$ cat config.mk
export PLATFORM = sky130hd
export DESIGN_NAME = pptc_bank
export DESIGN_NICKNAME = d
export VERILOG_FILES = /design/src/pptc_pkg.sv /design/src/pptc_port_if.sv /design/src/pptc_bank.sv /design/src/pptc_port_logic.sv
export SDC_FILE = /design/constraint.sdc
export NUM_CORES = 1
export LEC_CHECK = 0
export CORE_ASPECT_RATIO = 2
export CORE_MARGIN = 2
export CORE_UTILIZATION = 45
export DETAILED_ROUTE_END_ITERATION = 10
export DONT_BUFFER_PORTS = 1
export HOLD_SLACK_MARGIN = 0.15
export PLACE_DENSITY = 0.63
export SETUP_SLACK_MARGIN = 0.15
export SKIP_LAST_GASP = 1
export SLEW_MARGIN = 20
export SYNTH_ARGS = -nofsm -noshare
export SYNTH_HDL_FRONTEND = slang
export SYNTH_SLANG_ARGS = --single-unit
export TNS_END_PERCENT = 50
$ cat constraint.sdc
create_clock -name aclk -period 4.8 [get_ports aclk]
set_clock_uncertainty 0.15 [all_clocks]
set_input_delay 0.72 -clock aclk [delete_from_list [all_inputs] [get_ports aclk]]
set_output_delay 0.72 -clock aclk [all_outputs]
set_load 0.02 [all_outputs]
$ cat src/pptc_pkg.sv
// Constants shared by the port priority and tag control bank
package pptc_pkg;

	// ----------------------------------------------------------------
	// Bus and port geometry
	// ----------------------------------------------------------------
	localparam int ADDR_W = 8;
	localparam int DATA_W = 32;
	localparam int PORTS = 5;
	localparam int PIDX_W = 3;

	// ----------------------------------------------------------------
	// Register map, byte addresses
	// ----------------------------------------------------------------
	localparam logic [7:0] PORT1_CTRL_OFS = 8'h10;
	localparam logic [7:0] PORT2_CTRL_OFS = 8'h20;
	localparam logic [7:0] PORT3_CTRL_OFS = 8'h30;
	localparam logic [7:0] PORT4_CTRL_OFS = 8'h40;
	localparam logic [7:0] PORT5_CTRL_OFS = 8'h50;
	localparam logic [2:0] IDX_NONE = 3'h7;

	// ----------------------------------------------------------------
	// Control byte fields and reset value
	// ----------------------------------------------------------------
	localparam int BIT_STORM = 7;
	localparam int BIT_DSCP = 6;
	localparam int BIT_DOT1P = 5;
	localparam int BIT_PORT_PRIO = 4;
	localparam int BIT_RSVD = 3;
	localparam int BIT_TAG_ADD = 2;
	localparam int BIT_TAG_STRIP = 1;
	localparam int BIT_SPLIT_Q = 0;
	localparam logic [7:0] CTRL_RST = 8'h00;

	// ----------------------------------------------------------------
	// AXI responses
	// ----------------------------------------------------------------
	localparam logic [1:0] RESP_OKAY = 2'h0;
	localparam logic [1:0] RESP_SLVERR = 2'h2;

endpackage : pptc_pkg

$ cat src/pptc_port_if.sv
// Interface joining the register bank to one port's decision logic
`timescale 1ns/1ps
`default_nettype none

interface pptc_port_if;
	import pptc_pkg::*;

	logic [7:0] ctrl;
	logic ing_valid;
	logic dscp_hit;
	logic dscp_high;
	logic dot1p_hit;
	logic dot1p_high;
	logic eg_valid;
	logic eg_rx_tagged;
	logic [PIDX_W-1:0] eg_src_port;
	logic eg_prio_high;
	logic storm_en;
	logic ing_prio_valid;
	logic ing_prio_high;
	logic eg_out_valid;
	logic add_tag;
	logic strip_tag;
	logic [PIDX_W-1:0] vid_port;
	logic queue_high;

	modport cfg (
		output ctrl, ing_valid, dscp_hit, dscp_high, dot1p_hit, dot1p_high,
		output eg_valid, eg_rx_tagged, eg_src_port, eg_prio_high,
		input storm_en, ing_prio_valid, ing_prio_high, eg_out_valid,
		input add_tag, strip_tag, vid_port, queue_high
	);

	modport core (
		input ctrl, ing_valid, dscp_hit, dscp_high, dot1p_hit, dot1p_high,
		input eg_valid, eg_rx_tagged, eg_src_port, eg_prio_high,
		output storm_en, ing_prio_valid, ing_prio_high, eg_out_valid,
		output add_tag, strip_tag, vid_port, queue_high
	);

endinterface : pptc_port_if

`default_nettype wire

$ cat src/pptc_bank.sv
// Port priority and tag control register bank with AXI4-Lite access
`timescale 1ns/1ps
`default_nettype none

module pptc_bank (
	input wire logic aclk,
	input wire logic aresetn,
	// AXI4-Lite write address
	input wire logic [pptc_pkg::ADDR_W-1:0] s_axi_awaddr,
	input wire logic s_axi_awvalid,
	output logic s_axi_awready,
	// AXI4-Lite write data
	input wire logic [pptc_pkg::DATA_W-1:0] s_axi_wdata,
	input wire logic [3:0] s_axi_wstrb,
	input wire logic s_axi_wvalid,
	output logic s_axi_wready,
	// AXI4-Lite write response
	output logic [1:0] s_axi_bresp,
	output logic s_axi_bvalid,
	input wire logic s_axi_bready,
	// AXI4-Lite read address
	input wire logic [pptc_pkg::ADDR_W-1:0] s_axi_araddr,
	input wire logic s_axi_arvalid,
	output logic s_axi_arready,
	// AXI4-Lite read data
	output logic [pptc_pkg::DATA_W-1:0] s_axi_rdata,
	output logic [1:0] s_axi_rresp,
	output logic s_axi_rvalid,
	input wire logic s_axi_rready,
	// Ingress classification inputs, one bit per port
	input wire logic [pptc_pkg::PORTS-1:0] ing_valid,
	input wire logic [pptc_pkg::PORTS-1:0] ing_dscp_hit,
	input wire logic [pptc_pkg::PORTS-1:0] ing_dscp_high,
	input wire logic [pptc_pkg::PORTS-1:0] ing_dot1p_hit,
	input wire logic [pptc_pkg::PORTS-1:0] ing_dot1p_high,
	// Egress packet descriptors, one per port
	input wire logic [pptc_pkg::PORTS-1:0] eg_valid,
	input wire logic [pptc_pkg::PORTS-1:0] eg_rx_tagged,
	input wire logic [pptc_pkg::PORTS-1:0][pptc_pkg::PIDX_W-1:0] eg_src_port,
	input wire logic [pptc_pkg::PORTS-1:0] eg_prio_high,
	// Ingress results
	output logic [pptc_pkg::PORTS-1:0] ing_storm_en,
	output logic [pptc_pkg::PORTS-1:0] ing_prio_valid,
	output logic [pptc_pkg::PORTS-1:0] ing_prio_high,
	// Egress results
	output logic [pptc_pkg::PORTS-1:0] eg_out_valid,
	output logic [pptc_pkg::PORTS-1:0] eg_add_tag,
	output logic [pptc_pkg::PORTS-1:0] eg_strip_tag,
	output logic [pptc_pkg::PORTS-1:0][pptc_pkg::PIDX_W-1:0] eg_vid_port,
	output logic [pptc_pkg::PORTS-1:0] eg_queue_high
);
	import pptc_pkg::*;

	// ----------------------------------------------------------------
	// Storage and decode
	// ----------------------------------------------------------------
	logic [7:0] ctrl [PORTS];
	logic [ADDR_W-1:0] wr_addr;
	logic [7:0] wr_data;
	logic wr_strb0;
	logic [2:0] wr_idx;
	logic [2:0] rd_idx;
	logic do_write;

	// Maps a byte address to a port index, or none
	function automatic logic [2:0] reg_index(input logic [ADDR_W-1:0] a);
		logic [2:0] idx;
		idx = IDX_NONE;
		unique case (a)
			PORT1_CTRL_OFS: idx = 3'h0;
			PORT2_CTRL_OFS: idx = 3'h1;
			PORT3_CTRL_OFS: idx = 3'h2;
			PORT4_CTRL_OFS: idx = 3'h3;
			PORT5_CTRL_OFS: idx = 3'h4;
			default: idx = IDX_NONE;
		endcase
		return idx;
	endfunction : reg_index

	// Both halves held and no response pending
	assign do_write = !s_axi_awready && !s_axi_wready && !s_axi_bvalid;
	assign wr_idx = reg_index(wr_addr);
	assign rd_idx = reg_index(s_axi_araddr);

	// ----------------------------------------------------------------
	// Write channels
	// ----------------------------------------------------------------

	// Address and data are taken in either order, then held
	always_ff @(posedge aclk) begin
		if (!aresetn) begin
			s_axi_awready <= 1'b1;
			s_axi_wready <= 1'b1;
		end else if (s_axi_bvalid && s_axi_bready) begin
			s_axi_awready <= 1'b1;
			s_axi_wready <= 1'b1;
		end else begin
			if (s_axi_awvalid && s_axi_awready) begin
				s_axi_awready <= 1'b0;
			end
			if (s_axi_wvalid && s_axi_wready) begin
				s_axi_wready <= 1'b0;
			end
		end
	end

	// Payload capture
	always_ff @(posedge aclk) begin
		if (!aresetn) begin
			wr_addr <= '0;
			wr_data <= 8'h00;
			wr_strb0 <= 1'b0;
		end else begin
			if (s_axi_awvalid && s_axi_awready) begin
				wr_addr <= s_axi_awaddr;
			end
			if (s_axi_wvalid && s_axi_wready) begin
				wr_data <= s_axi_wdata[7:0];
				wr_strb0 <= s_axi_wstrb[0];
			end
		end
	end

	// Response; unmapped addresses answer with an error and change nothing
	always_ff @(posedge aclk) begin
		if (!aresetn) begin
			s_axi_bvalid <= 1'b0;
			s_axi_bresp <= RESP_OKAY;
		end else if (do_write) begin
			s_axi_bvalid <= 1'b1;
			s_axi_bresp <= (wr_idx == IDX_NONE) ? RESP_SLVERR : RESP_OKAY;
		end else if (s_axi_bvalid && s_axi_bready) begin
			s_axi_bvalid <= 1'b0;
		end
	end

	// ----------------------------------------------------------------
	// Port control registers
	// ----------------------------------------------------------------

	// Only byte lane 0 carries a register; upper lanes are dropped.
	// Bit 3 is kept for software but steers nothing.
	always_ff @(posedge aclk) begin
		if (!aresetn) begin
			for (int i = 0; i < PORTS; i++) begin
				ctrl[i] <= CTRL_RST;
			end
		end else if (do_write && wr_strb0 && wr_idx != IDX_NONE) begin
			ctrl[wr_idx] <= wr_data;
		end
	end

	// ----------------------------------------------------------------
	// Read channel
	// ----------------------------------------------------------------

	// One read at a time; data answered on the edge after the address
	always_ff @(posedge aclk) begin
		if (!aresetn) begin
			s_axi_arready <= 1'b1;
			s_axi_rvalid <= 1'b0;
			s_axi_rdata <= '0;
			s_axi_rresp <= RESP_OKAY;
		end else if (s_axi_arvalid && s_axi_arready) begin
			s_axi_arready <= 1'b0;
			s_axi_rvalid <= 1'b1;
			if (rd_idx == IDX_NONE) begin
				s_axi_rdata <= '0;
				s_axi_rresp <= RESP_SLVERR;
			end else begin
				s_axi_rdata <= {24'h000000, ctrl[rd_idx]};
				s_axi_rresp <= RESP_OKAY;
			end
		end else if (s_axi_rvalid && s_axi_rready) begin
			s_axi_rvalid <= 1'b0;
			s_axi_arready <= 1'b1;
		end
	end

	// ----------------------------------------------------------------
	// Per-port decision logic
	// ----------------------------------------------------------------

	// Same logic for every port, fed from its own control byte
	for (genvar p = 0; p < PORTS; p++) begin : g_port
		pptc_port_if pif ();

		assign pif.ctrl = ctrl[p];
		assign pif.ing_valid = ing_valid[p];
		assign pif.dscp_hit = ing_dscp_hit[p];
		assign pif.dscp_high = ing_dscp_high[p];
		assign pif.dot1p_hit = ing_dot1p_hit[p];
		assign pif.dot1p_high = ing_dot1p_high[p];
		assign pif.eg_valid = eg_valid[p];
		assign pif.eg_rx_tagged = eg_rx_tagged[p];
		assign pif.eg_src_port = eg_src_port[p];
		assign pif.eg_prio_high = eg_prio_high[p];

		pptc_port_logic u_port (
			.aclk(aclk),
			.aresetn(aresetn),
			.pif(pif.core)
		);

		// Results leave straight from the port flops
		assign ing_storm_en[p] = pif.storm_en;
		assign ing_prio_valid[p] = pif.ing_prio_valid;
		assign ing_prio_high[p] = pif.ing_prio_high;
		assign eg_out_valid[p] = pif.eg_out_valid;
		assign eg_add_tag[p] = pif.add_tag;
		assign eg_strip_tag[p] = pif.strip_tag;
		assign eg_vid_port[p] = pif.vid_port;
		assign eg_queue_high[p] = pif.queue_high;
	end

	// ----------------------------------------------------------------
	// Checks
	// ----------------------------------------------------------------
	reg_store_a: assert property (@(posedge aclk) disable iff (!aresetn)
		(do_write && wr_strb0 && wr_idx != IDX_NONE)
		|=> ctrl[$past(wr_idx)] == $past(wr_data))
		else $error("register write not stored");
	write_resp_a: assert property (@(posedge aclk) disable iff (!aresetn)
		do_write |=> s_axi_bvalid && !s_axi_awready && !s_axi_wready)
		else $error("write response missing");
	read_back_a: assert property (@(posedge aclk) disable iff (!aresetn)
		(s_axi_arvalid && s_axi_arready && rd_idx != IDX_NONE)
		|=> s_axi_rvalid && s_axi_rresp == RESP_OKAY && s_axi_rdata[31:8] == 24'h000000)
		else $error("read answer wrong");
	reset_clear_a: assert property (@(posedge aclk)
		!aresetn |=> ctrl[0] == CTRL_RST && ctrl[1] == CTRL_RST && ctrl[2] == CTRL_RST
			&& ctrl[3] == CTRL_RST && ctrl[4] == CTRL_RST)
		else $error("control not cleared by reset");

	// ----------------------------------------------------------------
	// Bus and reset checks
	// ----------------------------------------------------------------

	// Bus idle after reset, so the first request is taken at once
	reset_bus_a: assert property (@(posedge aclk)
		!aresetn |=> s_axi_awready && s_axi_wready && s_axi_arready
			&& !s_axi_bvalid && !s_axi_rvalid)
		else $error("bus not idle after reset");
	reset_out_a: assert property (@(posedge aclk)
		!aresetn |=> ing_storm_en == '0 && ing_prio_valid == '0 && ing_prio_high == '0
			&& eg_out_valid == '0 && eg_add_tag == '0 && eg_strip_tag == '0
			&& eg_queue_high == '0)
		else $error("switch outputs not cleared by reset");

	// Read answers: the addressed byte, or zero and an error elsewhere
	read_data_a: assert property (@(posedge aclk) disable iff (!aresetn)
		(s_axi_arvalid && s_axi_arready && rd_idx != IDX_NONE)
		|=> s_axi_rdata[7:0] == $past(ctrl[rd_idx]))
		else $error("read data not from addressed register");
	read_err_a: assert property (@(posedge aclk) disable iff (!aresetn)
		(s_axi_arvalid && s_axi_arready && rd_idx == IDX_NONE)
		|=> s_axi_rvalid && s_axi_rresp == RESP_SLVERR && s_axi_rdata == '0)
		else $error("unmapped read not refused");
	read_done_a: assert property (@(posedge aclk) disable iff (!aresetn)
		(s_axi_rvalid && s_axi_rready) |=> s_axi_arready && !s_axi_rvalid)
		else $error("read channel not reopened");
	ar_block_a: assert property (@(posedge aclk) disable iff (!aresetn)
		s_axi_rvalid |-> !s_axi_arready)
		else $error("second read taken while answer pending");

	// Write answers, with a single write in flight
	write_okay_a: assert property (@(posedge aclk) disable iff (!aresetn)
		(do_write && wr_idx != IDX_NONE) |=> s_axi_bresp == RESP_OKAY)
		else $error("mapped write refused");
	write_err_a: assert property (@(posedge aclk) disable iff (!aresetn)
		(do_write && wr_idx == IDX_NONE) |=> s_axi_bresp == RESP_SLVERR)
		else $error("unmapped write not refused");
	aw_block_a: assert property (@(posedge aclk) disable iff (!aresetn)
		s_axi_bvalid |-> !s_axi_awready && !s_axi_wready)
		else $error("write taken while response pending");
	ready_back_a: assert property (@(posedge aclk) disable iff (!aresetn)
		(s_axi_bvalid && s_axi_bready) |=> s_axi_awready && s_axi_wready && !s_axi_bvalid)
		else $error("write channels not reopened");

	// A control byte moves only on a mapped write with lane 0 enabled
	ctrl_hold_a: assert property (@(posedge aclk) disable iff (!aresetn)
		!(do_write && wr_strb0 && wr_idx != IDX_NONE)
		|=> $stable(ctrl[0]) && $stable(ctrl[1]) && $stable(ctrl[2])
			&& $stable(ctrl[3]) && $stable(ctrl[4]))
		else $error("control byte changed without a write");

endmodule : pptc_bank

`default_nettype wire

$ cat src/pptc_port_logic.sv
// Per-port ingress classification and egress tag and queue decisions
`timescale 1ns/1ps
`default_nettype none

module pptc_port_logic (
	input wire logic aclk,
	input wire logic aresetn,
	pptc_port_if.core pif
);
	import pptc_pkg::*;

	logic dscp_used;
	logic dot1p_used;
	logic next_prio;

	// ----------------------------------------------------------------
	// Ingress classification
	// ----------------------------------------------------------------

	// A method only counts when enabled and it found a priority
	assign dscp_used = pif.ctrl[BIT_DSCP] && pif.dscp_hit;
	assign dot1p_used = pif.ctrl[BIT_DOT1P] && pif.dot1p_hit;

	// OR of both methods beats the port default
	always_comb begin
		if (dscp_used || dot1p_used) begin
			next_prio = (dscp_used && pif.dscp_high) || (dot1p_used && pif.dot1p_high);
		end else begin
			next_prio = pif.ctrl[BIT_PORT_PRIO];
		end
	end

	// Registered ingress results
	always_ff @(posedge aclk) begin
		if (!aresetn) begin
			pif.storm_en <= 1'b0;
			pif.ing_prio_valid <= 1'b0;
			pif.ing_prio_high <= 1'b0;
		end else begin
			pif.storm_en <= pif.ctrl[BIT_STORM];
			pif.ing_prio_valid <= pif.ing_valid;
			pif.ing_prio_high <= pif.ing_valid && next_prio;
		end
	end

	// ----------------------------------------------------------------
	// Egress tag handling and queue choice
	// ----------------------------------------------------------------

	// Tag edits only look at the tag state seen on reception
	always_ff @(posedge aclk) begin
		if (!aresetn) begin
			pif.eg_out_valid <= 1'b0;
			pif.add_tag <= 1'b0;
			pif.strip_tag <= 1'b0;
			pif.vid_port <= '0;
			pif.queue_high <= 1'b0;
		end else begin
			pif.eg_out_valid <= pif.eg_valid;
			pif.add_tag <= pif.eg_valid && pif.ctrl[BIT_TAG_ADD] && !pif.eg_rx_tagged;
			pif.strip_tag <= pif.eg_valid && pif.ctrl[BIT_TAG_STRIP] && pif.eg_rx_tagged;
			pif.vid_port <= pif.eg_src_port;
			pif.queue_high <= pif.eg_valid && pif.ctrl[BIT_SPLIT_Q] && pif.eg_prio_high;
		end
	end

	// ----------------------------------------------------------------
	// Checks
	// ----------------------------------------------------------------
	storm_follow_a: assert property (@(posedge aclk) disable iff (!aresetn)
		##1 pif.storm_en == $past(pif.ctrl[BIT_STORM]))
		else $error("storm enable does not follow control bit");
	prio_port_a: assert property (@(posedge aclk) disable iff (!aresetn)
		(pif.ing_valid && !dscp_used && !dot1p_used)
		|=> pif.ing_prio_high == $past(pif.ctrl[BIT_PORT_PRIO]))
		else $error("port default priority not applied");
	prio_or_a: assert property (@(posedge aclk) disable iff (!aresetn)
		(pif.ing_valid && ((dscp_used && pif.dscp_high) || (dot1p_used && pif.dot1p_high)))
		|=> pif.ing_prio_high && pif.ing_prio_valid)
		else $error("classified high priority lost");
	prio_low_a: assert property (@(posedge aclk) disable iff (!aresetn)
		(pif.ing_valid && (dscp_used || dot1p_used) && !next_prio) |=> !pif.ing_prio_high)
		else $error("classified low priority overridden");
	tag_add_a: assert property (@(posedge aclk) disable iff (!aresetn)
		(pif.eg_valid && pif.ctrl[BIT_TAG_ADD] && !pif.eg_rx_tagged) |=> pif.add_tag)
		else $error("untagged packet not given a tag");
	no_double_a: assert property (@(posedge aclk) disable iff (!aresetn)
		pif.eg_rx_tagged |=> !pif.add_tag)
		else $error("tag added to tagged packet");
	vid_src_a: assert property (@(posedge aclk) disable iff (!aresetn)
		pif.eg_valid |=> pif.vid_port == $past(pif.eg_src_port))
		else $error("inserted VID not from ingress port");
	strip_tag_a: assert property (@(posedge aclk) disable iff (!aresetn)
		pif.eg_valid |=> pif.strip_tag == $past(pif.ctrl[BIT_TAG_STRIP] && pif.eg_rx_tagged))
		else $error("tag removal wrong");
	queue_split_a: assert property (@(posedge aclk) disable iff (!aresetn)
		(pif.eg_valid && pif.ctrl[BIT_SPLIT_Q] && pif.eg_prio_high) |=> pif.queue_high)
		else $error("high priority packet not in high queue");
	queue_single_a: assert property (@(posedge aclk) disable iff (!aresetn)
		!pif.ctrl[BIT_SPLIT_Q] |=> !pif.queue_high)
		else $error("high queue used in single queue mode");

endmodule : pptc_port_logic

`default_nettype wire
-- Yosys cells after proc, flatten, opt, wreduce, memory -nomap -nowiden
Memory sizes are Yosys's and may differ from the RTL's.
Cells that the tools add are included.
- reduce and logical (&&, ||, !) cells: 86
- bitwise gates (word level): 1
- muxes and demuxes: 23
- equality and inequality tests: 13
- operators by type and width (kind ; number):
    logical AND 1 bit ; 64
    equality test 8 x 6 -> 1 bit (second input constant) ; 4
    equality test 8 x 7 -> 1 bit (second input constant) ; 4
    one-hot mux 3 bit (5 select lines) ; 2
    equality test 8 x 5 -> 1 bit (second input constant) ; 2
    2-to-1 mux 1 bit ; 16
    2-to-1 mux 8 bit ; 2
    logical OR 1 bit ; 10
    logical NOT 1 bit ; 8
    OR reduction 8 bit ; 1
    equality test 3 bit (second input constant) ; 2
    2-to-1 mux 2 bit ; 2
    nonzero test 2 bit ; 2
    2-to-1 mux 3 bit ; 1
    != test 3 bit (second input constant) ; 1
    OR reduction 2 bit ; 1
    inverter 1 bit ; 1
- flip-flop bits (word level): 108
- bits in writable memories: 40
- bits of input ports: 114
- output and inout bits: 91
- memories kept: 1
- logic and storage cells: 175
- memories (memory ; depth ; width ; rd ports ; clocked after memory_dff ; write ports ; line ; text):
    ctrl ; 5 ; 8 ; 6 ; 0 ; 5 ; pptc_bank.sv:57 ; logic [7:0] ctrl [PORTS];

-- Longest topological paths before layout
Gate-level depths: netlist of the first run.
- word-level depth: 10
- mapped depth: 6
- mapped depth without buffers: 5

-- Modules after synthesis
From an unflattened synthesis of the first run, not the netlist that was laid out.
- cell total of the unflattened synthesis: 530
- area total of the unflattened synthesis: 5780.5 µm²
- by module, submodules not included (module ; cells an instance ; sequential area each (µm²) ; area each (µm²) ; times used):
    pptc_bank ; 405 ; 2322.2 ; 4329.2 ; 1
    pptc_port_logic ; 25 ; 200.2 ; 290.3 ; 5

-- Worst setup path after synthesis of the first run
OpenSTA, ideal clock, no wires.
- kind: in2reg
- start point: in s_axi_araddr[3] (netlist name)
- end point: reg s_axi_rdata[0] (netlist name)
- data required time: 4.528 ns
- stages: 5
- path slack: 2.198 ns
- arrival time: 2.330 ns
- setup time: 0.122 ns
- path buffers: 0
- cells stage by stage: or4_4 -> or3_4 -> a21o_4 -> a22o_1 -> a221o_1
- cells in the longest elaborated chain, start to end: 4
- elaborated cells between the ends (all ways): 9
- ends and longest elaborated chain (what ; line ; text):
    start, declared ; pptc_bank.sv:22 ; input wire logic [pptc_pkg::ADDR_W-1:0] s_axi_araddr,
    equality test 8 x 7 -> 1 bit (tied with other cells) ; pptc_bank.sv:69 ; unique case (a)
    one-hot mux 3 bit (5 select lines) (*) ; pptc_bank.sv:69 ;
    memory (5 x 8 bit) / equality test 3 bit (equally long branches) ; n/a ;
    2-to-1 mux 8 bit (*) ; pptc_bank.sv:167 ; if (rd_idx == IDX_NONE) begin
    end signal, assigned ; pptc_bank.sv:171 ; s_axi_rdata <= {24'h000000, ctrl[rd_idx]};
    end, declared ; pptc_bank.sv:26 ; output logic [pptc_pkg::DATA_W-1:0] s_axi_rdata,
Mark *: on every way between the ends. The rest lies on a longest branch, timed or not.
A chain may end at the register's enable or synchronous reset.

==> flow_summary.ini, run 1 <==
[global_route]
grt_pass1_wl_um = 18800
grt_overflow_total = 0
antenna_found_initial = 0
globalRouteTotalUtil_pct = 19.4
grt_pass1_vias = 3596
grt_max_degree = 70

[clock_network]
cts.sinks = 130
cts-buffers-inserted = 17
cts_root_buf = clkbuf_16
clockBufferDepth = 2
postCtsSetupRepairBufs = 0
htreeDepth = 4
ctsResizeCount = 0
hold_buffers = 0
cts_tree = built
clkSlewWorstSetupHoldPaths_ns = 0.06
clk_latency_ns = 0.41

[finish]
area_delta_synth_final_pct = 6.54
drive_gt1_share_pct = 7.50
fin_area_um2 = 5870
antenna_cells = 0
post-route-util_pct = 48.7
multi_input_area_um2 = 2000
regArea_um2 = 3080
fin_nets = 608
filler_cell_count = 1100

[sta]
period_minus_slack_ns = 2.96
drv_slew = 0
setup_viol = 0
fmax_mhz = 338
slew_headroom_pct = 26.6
tns_ns = 0
rsz0062_at_grt = false
hold_violations = 0
finalCritPeriodShare_pct = 61.7
max_slew.worst_pin.slew_ns = 1.09

[synth]
yosysSeqAreaShare_pct = 55.9
syn_area_per_cell_um2 = 10.6
syn_inst = 519
synth.distinct_cells = 43
yosysWarnings = 0
ys_ff_latch = 130
async_flop_share_pct = 0
synth_ff_type = dfxtp_1
synth_edf_count = 48
syn_area_um2 = 5510

[die]
die_area_um2 = 13200
core.rowCount = 57
die_y_um = 160
core_area_um2 = 12100
start_util_pct = 45.7
ios = 205
dieWidth_um = 82.2

[pwr]
vdd_drop_max_v = 0.000321
switching_share_pct = 24.2
pwr-share-comb_pct = 4.1
p_leak_uw = 0.00228
intPower_uw = 1950
pwr-share-seq_pct = 48.5
p_sw_uw = 624
power_density_nw_per_um2 = 439
clockPowerShare_pct = 47.4

[drt]
drt_iter0_drc = 177
postRouteAntennaNets = 0
first_pass_iters = 4
routed_wl_um = 12200
drc = 0
num_vias = 3468
wire_per_inst_um = 18.6
vias_per_cell = 5.30

[flow_run]
max_cap_viol_count = 0

[worst_setup_path]
required_ns = 4.68
path_class = flip-flop to flip-flop
startpoint_type = flip-flop
reg2regPathDepth = 4
end_kind = flip-flop
crit_fanout = 14
cp_data_arrival_time_ns = 2.85

[hold_path]
hold_path_class = primary input to flip-flop
whs_path_depth = 1

[placed_design]
place.gp.congestion = 0.891
hpwl_um = 9250
placed_area_um2 = 5300
port_buffers = 0

[status]
status = finished, final reports clean
[sequential cells by signal (all words and copies together) (netlist names), 8 cells and up]
| signal | cells |
|---|---|
| wr_data | 8 |
| ctrl | 48 |
| s_axi_rdata | 8 |
| g_port.u_port.pif.vid_port | 15 |
| wr_addr | 8 |
[Yosys cell counts (6+ instances only)]
cell,n,area (um2)
dfxtp_1,82,1640
nand2_1,46,173
and3_1,10,62.6
edfxtp_1,48,1440
inv_1,8,30.0
a21boi_0,23,173
buf_4,61,458
and2_1,69,432
o21ai_0,17,85.1
nor2b_1,11,68.8
nor2_1,12,45.0
nand3_1,24,120
a22o_1,8,70.1
a22oi_1,18,135
clkbuf_1,15,56.3
a21oi_1,6,30.0
nand2b_1,9,56.3
[through the flow]
stage | hold WS, ns | worst slack [ns] | cells | power (uW)
3_5_place_dp | 0.303 | 1.82 | 622 | 1380
4_1_cts | 0.228 | 1.82 | 654 | 2600
3_3_place_gp | 0.301 | 1.86 | 622 | 1380
6_report | 0.239 | 1.84 | 654 | 2580
5_1_grt | 0.223 | 1.69 | 654 | 2670
2_1_floorplan | 0.288 | 2.20 | 552 | 1390
[power groups by stage]
stage / combinational (uW) / sequential, uW / clock [uW]
floorplan: 143 / 1240 / 0
global route: 120 / 1260 / 1290
finish: 107 / 1250 / 1220
CTS: 107 / 1250 / 1240
global placement: 103 / 1270 / 0
detailed placement: 107 / 1280 / 0
[final timing paths]
check / start / to / slack, ns
worst min register to register: wr_addr[0] / wr_addr[0] / 0.31
worst max register to register: s_axi_wready / ctrl[4][0] / 1.84
worst min-delay path: aresetn / s_axi_arready / 0.24
worst max-delay path: s_axi_wready / ctrl[4][0] / 1.84
[cell usage in the layout (no fill, tap or decap), drive strengths merged, types with 3 or more instances in the layout]
cell type and instances:
nor3 4, o21ai 17, inv 15, nor2b 11, clkinv 4, and2 70
o22ai 3, nand2 46, o221ai 5, a21boi 23, mux2i 5, clkbuf 19
nand3 24, nand2b 9, a22oi 18, a221o 5, dfxtp 82, nor2 12
conb 34, edfxtp 48, o32ai 3, and3 10, a22o 8, a32oi 3
and3b 5, a21oi 6
[cell type report]
| cell class | instances | area share [%] |
|---|---|---|
| inverter | 8 | 0.512 |
| tap | 147 | 3.13 |
| multi-input combinational | 336 | 34.0 |
| timing repair buffer | 1 | 0.128 |
| clock inverter | 13 | 1.60 |
| clock buffer | 19 | 8.10 |
| sequential | 130 | 52.5 |
[critical path, cell delays in order, from the launching register on]
cell and delay, ns:
dfxtp_1 0.50, or3_1 0.46, nor4_1 0.35, nand2_1 0.22, o21ai_0 0.90
[logic make-up after synthesis]
logic type	Yosys count	synth area share [%]
flops	130	55.9
buf+inv	86	10.1
mux	5	0.908
other cells	1	0.0681
xor+xnor	1	0.159
compound gates	96	12.7
simple gates	200	20.1
[metal layers]
layer,up-vias,track usage [%],wire [um]
met5,-,0,0
met4,0,7.27,207
met3,13,6.35,843
met2,142,36.4,7050
met1,1628,18.6,4080
li1,1685,-,-
(Power assumes the default switching activity.)
==> run 2, diff against run 1 <==
--- a/config.mk
+++ b/config.mk
@@ -5,13 +5,14 @@
 export SDC_FILE = /design/constraint.sdc
 export NUM_CORES = 1
 export LEC_CHECK = 0
+export ABC_AREA = 1
 export CORE_ASPECT_RATIO = 2
 export CORE_MARGIN = 2
 export CORE_UTILIZATION = 45
 export DETAILED_ROUTE_END_ITERATION = 10
 export DONT_BUFFER_PORTS = 1
 export HOLD_SLACK_MARGIN = 0.15
-export PLACE_DENSITY = 0.63
+export PLACE_DENSITY = 0.65
 export SETUP_SLACK_MARGIN = 0.15
 export SKIP_LAST_GASP = 1
 export SLEW_MARGIN = 20
==> constraint.sdc (replaced) <==
create_clock -name aclk -period 2.7 [get_ports aclk]
set_clock_uncertainty 0.15 [all_clocks]
set_input_delay 0.405 -clock aclk [delete_from_list [all_inputs] [get_ports aclk]]
set_output_delay 0.405 -clock aclk [all_outputs]
set_load 0.02 [all_outputs]
==> run 2 against run 1 <==
Global-route usage grew 1.2 points. Die area grew 8.4%. Utilization is 6.7 points higher. Fmax is 30% higher. First-iteration DRC count fell by 23%. Via count increased by 30%. Area after synthesis rose by 8.7%. Final area grew 23%.
==> flow_summary.ini, run 2 <==
[status]
status = finished, final reports clean

[global_route]
grt_overflow_total = 0
grt_pass1_wl_um = 22400
globalRouteTotalUtil_pct = 20.7
antenna_found_initial = 0
grt_pass1_vias = 4592
grt_max_degree = 54

[synth]
syn_inst = 697
ys_top_cells_by_count = nand2_1 (171), inv_1 (93), nor2_1 (85), dfxtp_1 (82), buf_4 (62)
synth.most_common_cell = nand2_1
ys_ff_latch = 138
synth_area_leaders = edfxtp_1 (28%), dfxtp_1 (27%), nand2_1 (11%), buf_4 (7.8%), inv_1 (5.8%)
yosys.area.top_type_share_pct = 28.1
syn_area_per_cell_um2 = 8.60
synth_area_leader_cell = edfxtp_1
synthAdderAreaFrac_pct = 0
synth_top_family_by_area = simple AND/OR/NAND/NOR gates
yosysSeqAreaShare_pct = 55.5
synth-simple-area-share_pct = 23.0
synthXorXnorAreaFrac_pct = 0
yosysWarnings = 0
synth_ff_type = dfxtp_1
synth_compound_gate_area_share_pct = 6.43
synth.distinct_cells = 33
async_flop_share_pct = 0
synthMuxAreaShare_pct = 0
syn_area_um2 = 5990
synth_edf_count = 56

[finish]
regArea_um2 = 3320
reg.largest.list = ctrl (56), g_port.u_port.pif.vid_port (15)
fin_nets = 876
antenna_cells = 0
largest_reg_flops = 56
final_cell_mix = nand2_1 (171), inv_1 (93), nor2_1 (85)
final_common_cell = nand2_1
drive_gt1_share_pct = 6.84
fin_area_um2 = 7200
filler_cell_count = 1126
multi_input_area_um2 = 1920
regMostFlops = ctrl
area_delta_synth_final_pct = 20.3

[sta]
rsz0062_at_grt = false
setup_ws_ns = 0.430
slew_headroom_pct = 63.5
max_slew.worst_pin.slew_ns = 0.546
fmax_mhz = 440
fin_hold_ws_ns = 0.156
finalCritPeriodShare_pct = 84.1
setup_viol = 0
hold_violations = 0
tns_ns = 0
drv_slew = 0
period_minus_slack_ns = 2.27

[worst_setup_path]
path_class = flip-flop to flip-flop
critical_path.max_stage_delay_ns = 0.41
cp_data_arrival_time_ns = 2.21
slowest_stage = dfxtp_1
end_kind = flip-flop
crit-reg2reg-launch = s_axi_wready
crit_fanout = 9
startpoint_type = flip-flop
crit_top_cell = nand2_1
startpoint = s_axi_wready
path_cells = nor3_1 -> inv_1 -> nor2_1 -> nand2_1 -> nor2_1 -> nand2_1 -> nand2_1
required_ns = 2.64

[clock_network]
cts.sinks = 138
htreeDepth = 4
cts_root_buf = clkbuf_16
postCtsSetupRepairBufs = 0
cts-buffers-inserted = 17
cts_tree = built
clk_latency_ns = 0.42
clockBufferDepth = 2
ctsResizeCount = 0
clkSlewWorstSetupHoldPaths_ns = 0.06

[die]
core_area_um2 = 13000
start_util_pct = 46.1
die_y_um = 167
ios = 205
dieWidth_um = 85.6
die_area_um2 = 14300
core.rowCount = 59

[hold_path]
hold_path.startpoint = aresetn
hold_path_class = primary input to flip-flop

[drt]
routed_wl_um = 14500
drt_iter0_drc = 136
wire_per_inst_um = 15.6
first_pass_iters = 4
num_vias = 4515
vias_per_cell = 4.87
postRouteAntennaNets = 0
drc = 0

[placed_design]
hpwl_um = 10200
placed_area_um2 = 5810
place_ws_ns = 0.426
place.gp.congestion = 0.878
port_buffers = 0

[pwr]
p_leak_uw = 0.00343
vdd_drop_max_v = 0.000637
finalPower_uw = 5000
power_density_nw_per_um2 = 695

[flow_run]
max_cap_viol_count = 0
==> run 2: changes by cell type in the layout (fill, tap and decap cells not counted), moves of 18 or more <==
cell / previous run / this run
and2_1: 69 / 4
inv_1: 8 / 93
dlygate4sd3_1: 0 / 77
a21boi_0: 23 / 0
a22oi_1: 18 / 0
nor2_1: 12 / 85
nand2_1: 46 / 171
==> run 2: cell families (layout without fill, tap and decap cells) <==
group,after synthesis,in the layout
buf+inv,172,209
compound gates,67,67
flops,138,138
other cells,1,42
simple gates,319,319
==> run 2: what timing repair did <==
item | 4_1_cts | 5_1_grt
endpoints found under the hold margin | 82 | 0
hold buffers | 78 | 0
setup endpoints to repair | 0 | 0
==> run 2: final timing paths <==
kind,to,slack (ns),cells after the start
hold reg to reg,ctrl[5][4],0.30,0
setup reg to reg,ctrl[3][5],0.43,7
hold / removal,g_port[4].u_port.pif.vid_port[2],0.16,3
setup / recovery,ctrl[3][5],0.43,7
==> run 2: per-layer routing <==
metal  share of wire, %  wire (um)  global-route usage, %
met3                5.2        759                   5.17
met1                 34       4880                   18.4
met5                  0          0                      0
met4                5.2        751                   12.6
met2                 56       8080                   39.6
==> run 2: layout make-up <==
type	instances	share of cell area, %
Multi-Input combinational cell	428	26.7
Timing Repair Buffer	80	11.2
Tap cell	152	2.64
Clock inverter	8	0.729
Sequential cell	138	46.1
Clock buffer	24	7.59
Inverter	97	5.05
==> run 2: power breakdown <==
group / switching [uW] / total [uW] / internal [uW]
registers: 103 / 2370 / 2270
clock network: 863 / 2280 / 1420
logic: 216 / 350 / 134
==> run 2: critical path: cells and delay by family, from the launching register on <==
family	cells	cell delay, ns
flip-flops	1	0.41
AND/OR/NAND/NOR	6	1.27
buffers and inverters	1	0.10
==> run 2: metrics by stage <==
stage / utilization (%) / instances
after floorplan: - / 738
after global placement: 44.8 / 817
after detailed placement: 44.8 / 817
after CTS: 55.5 / 927
after global routing: 55.5 / 927
final: 55.5 / 927
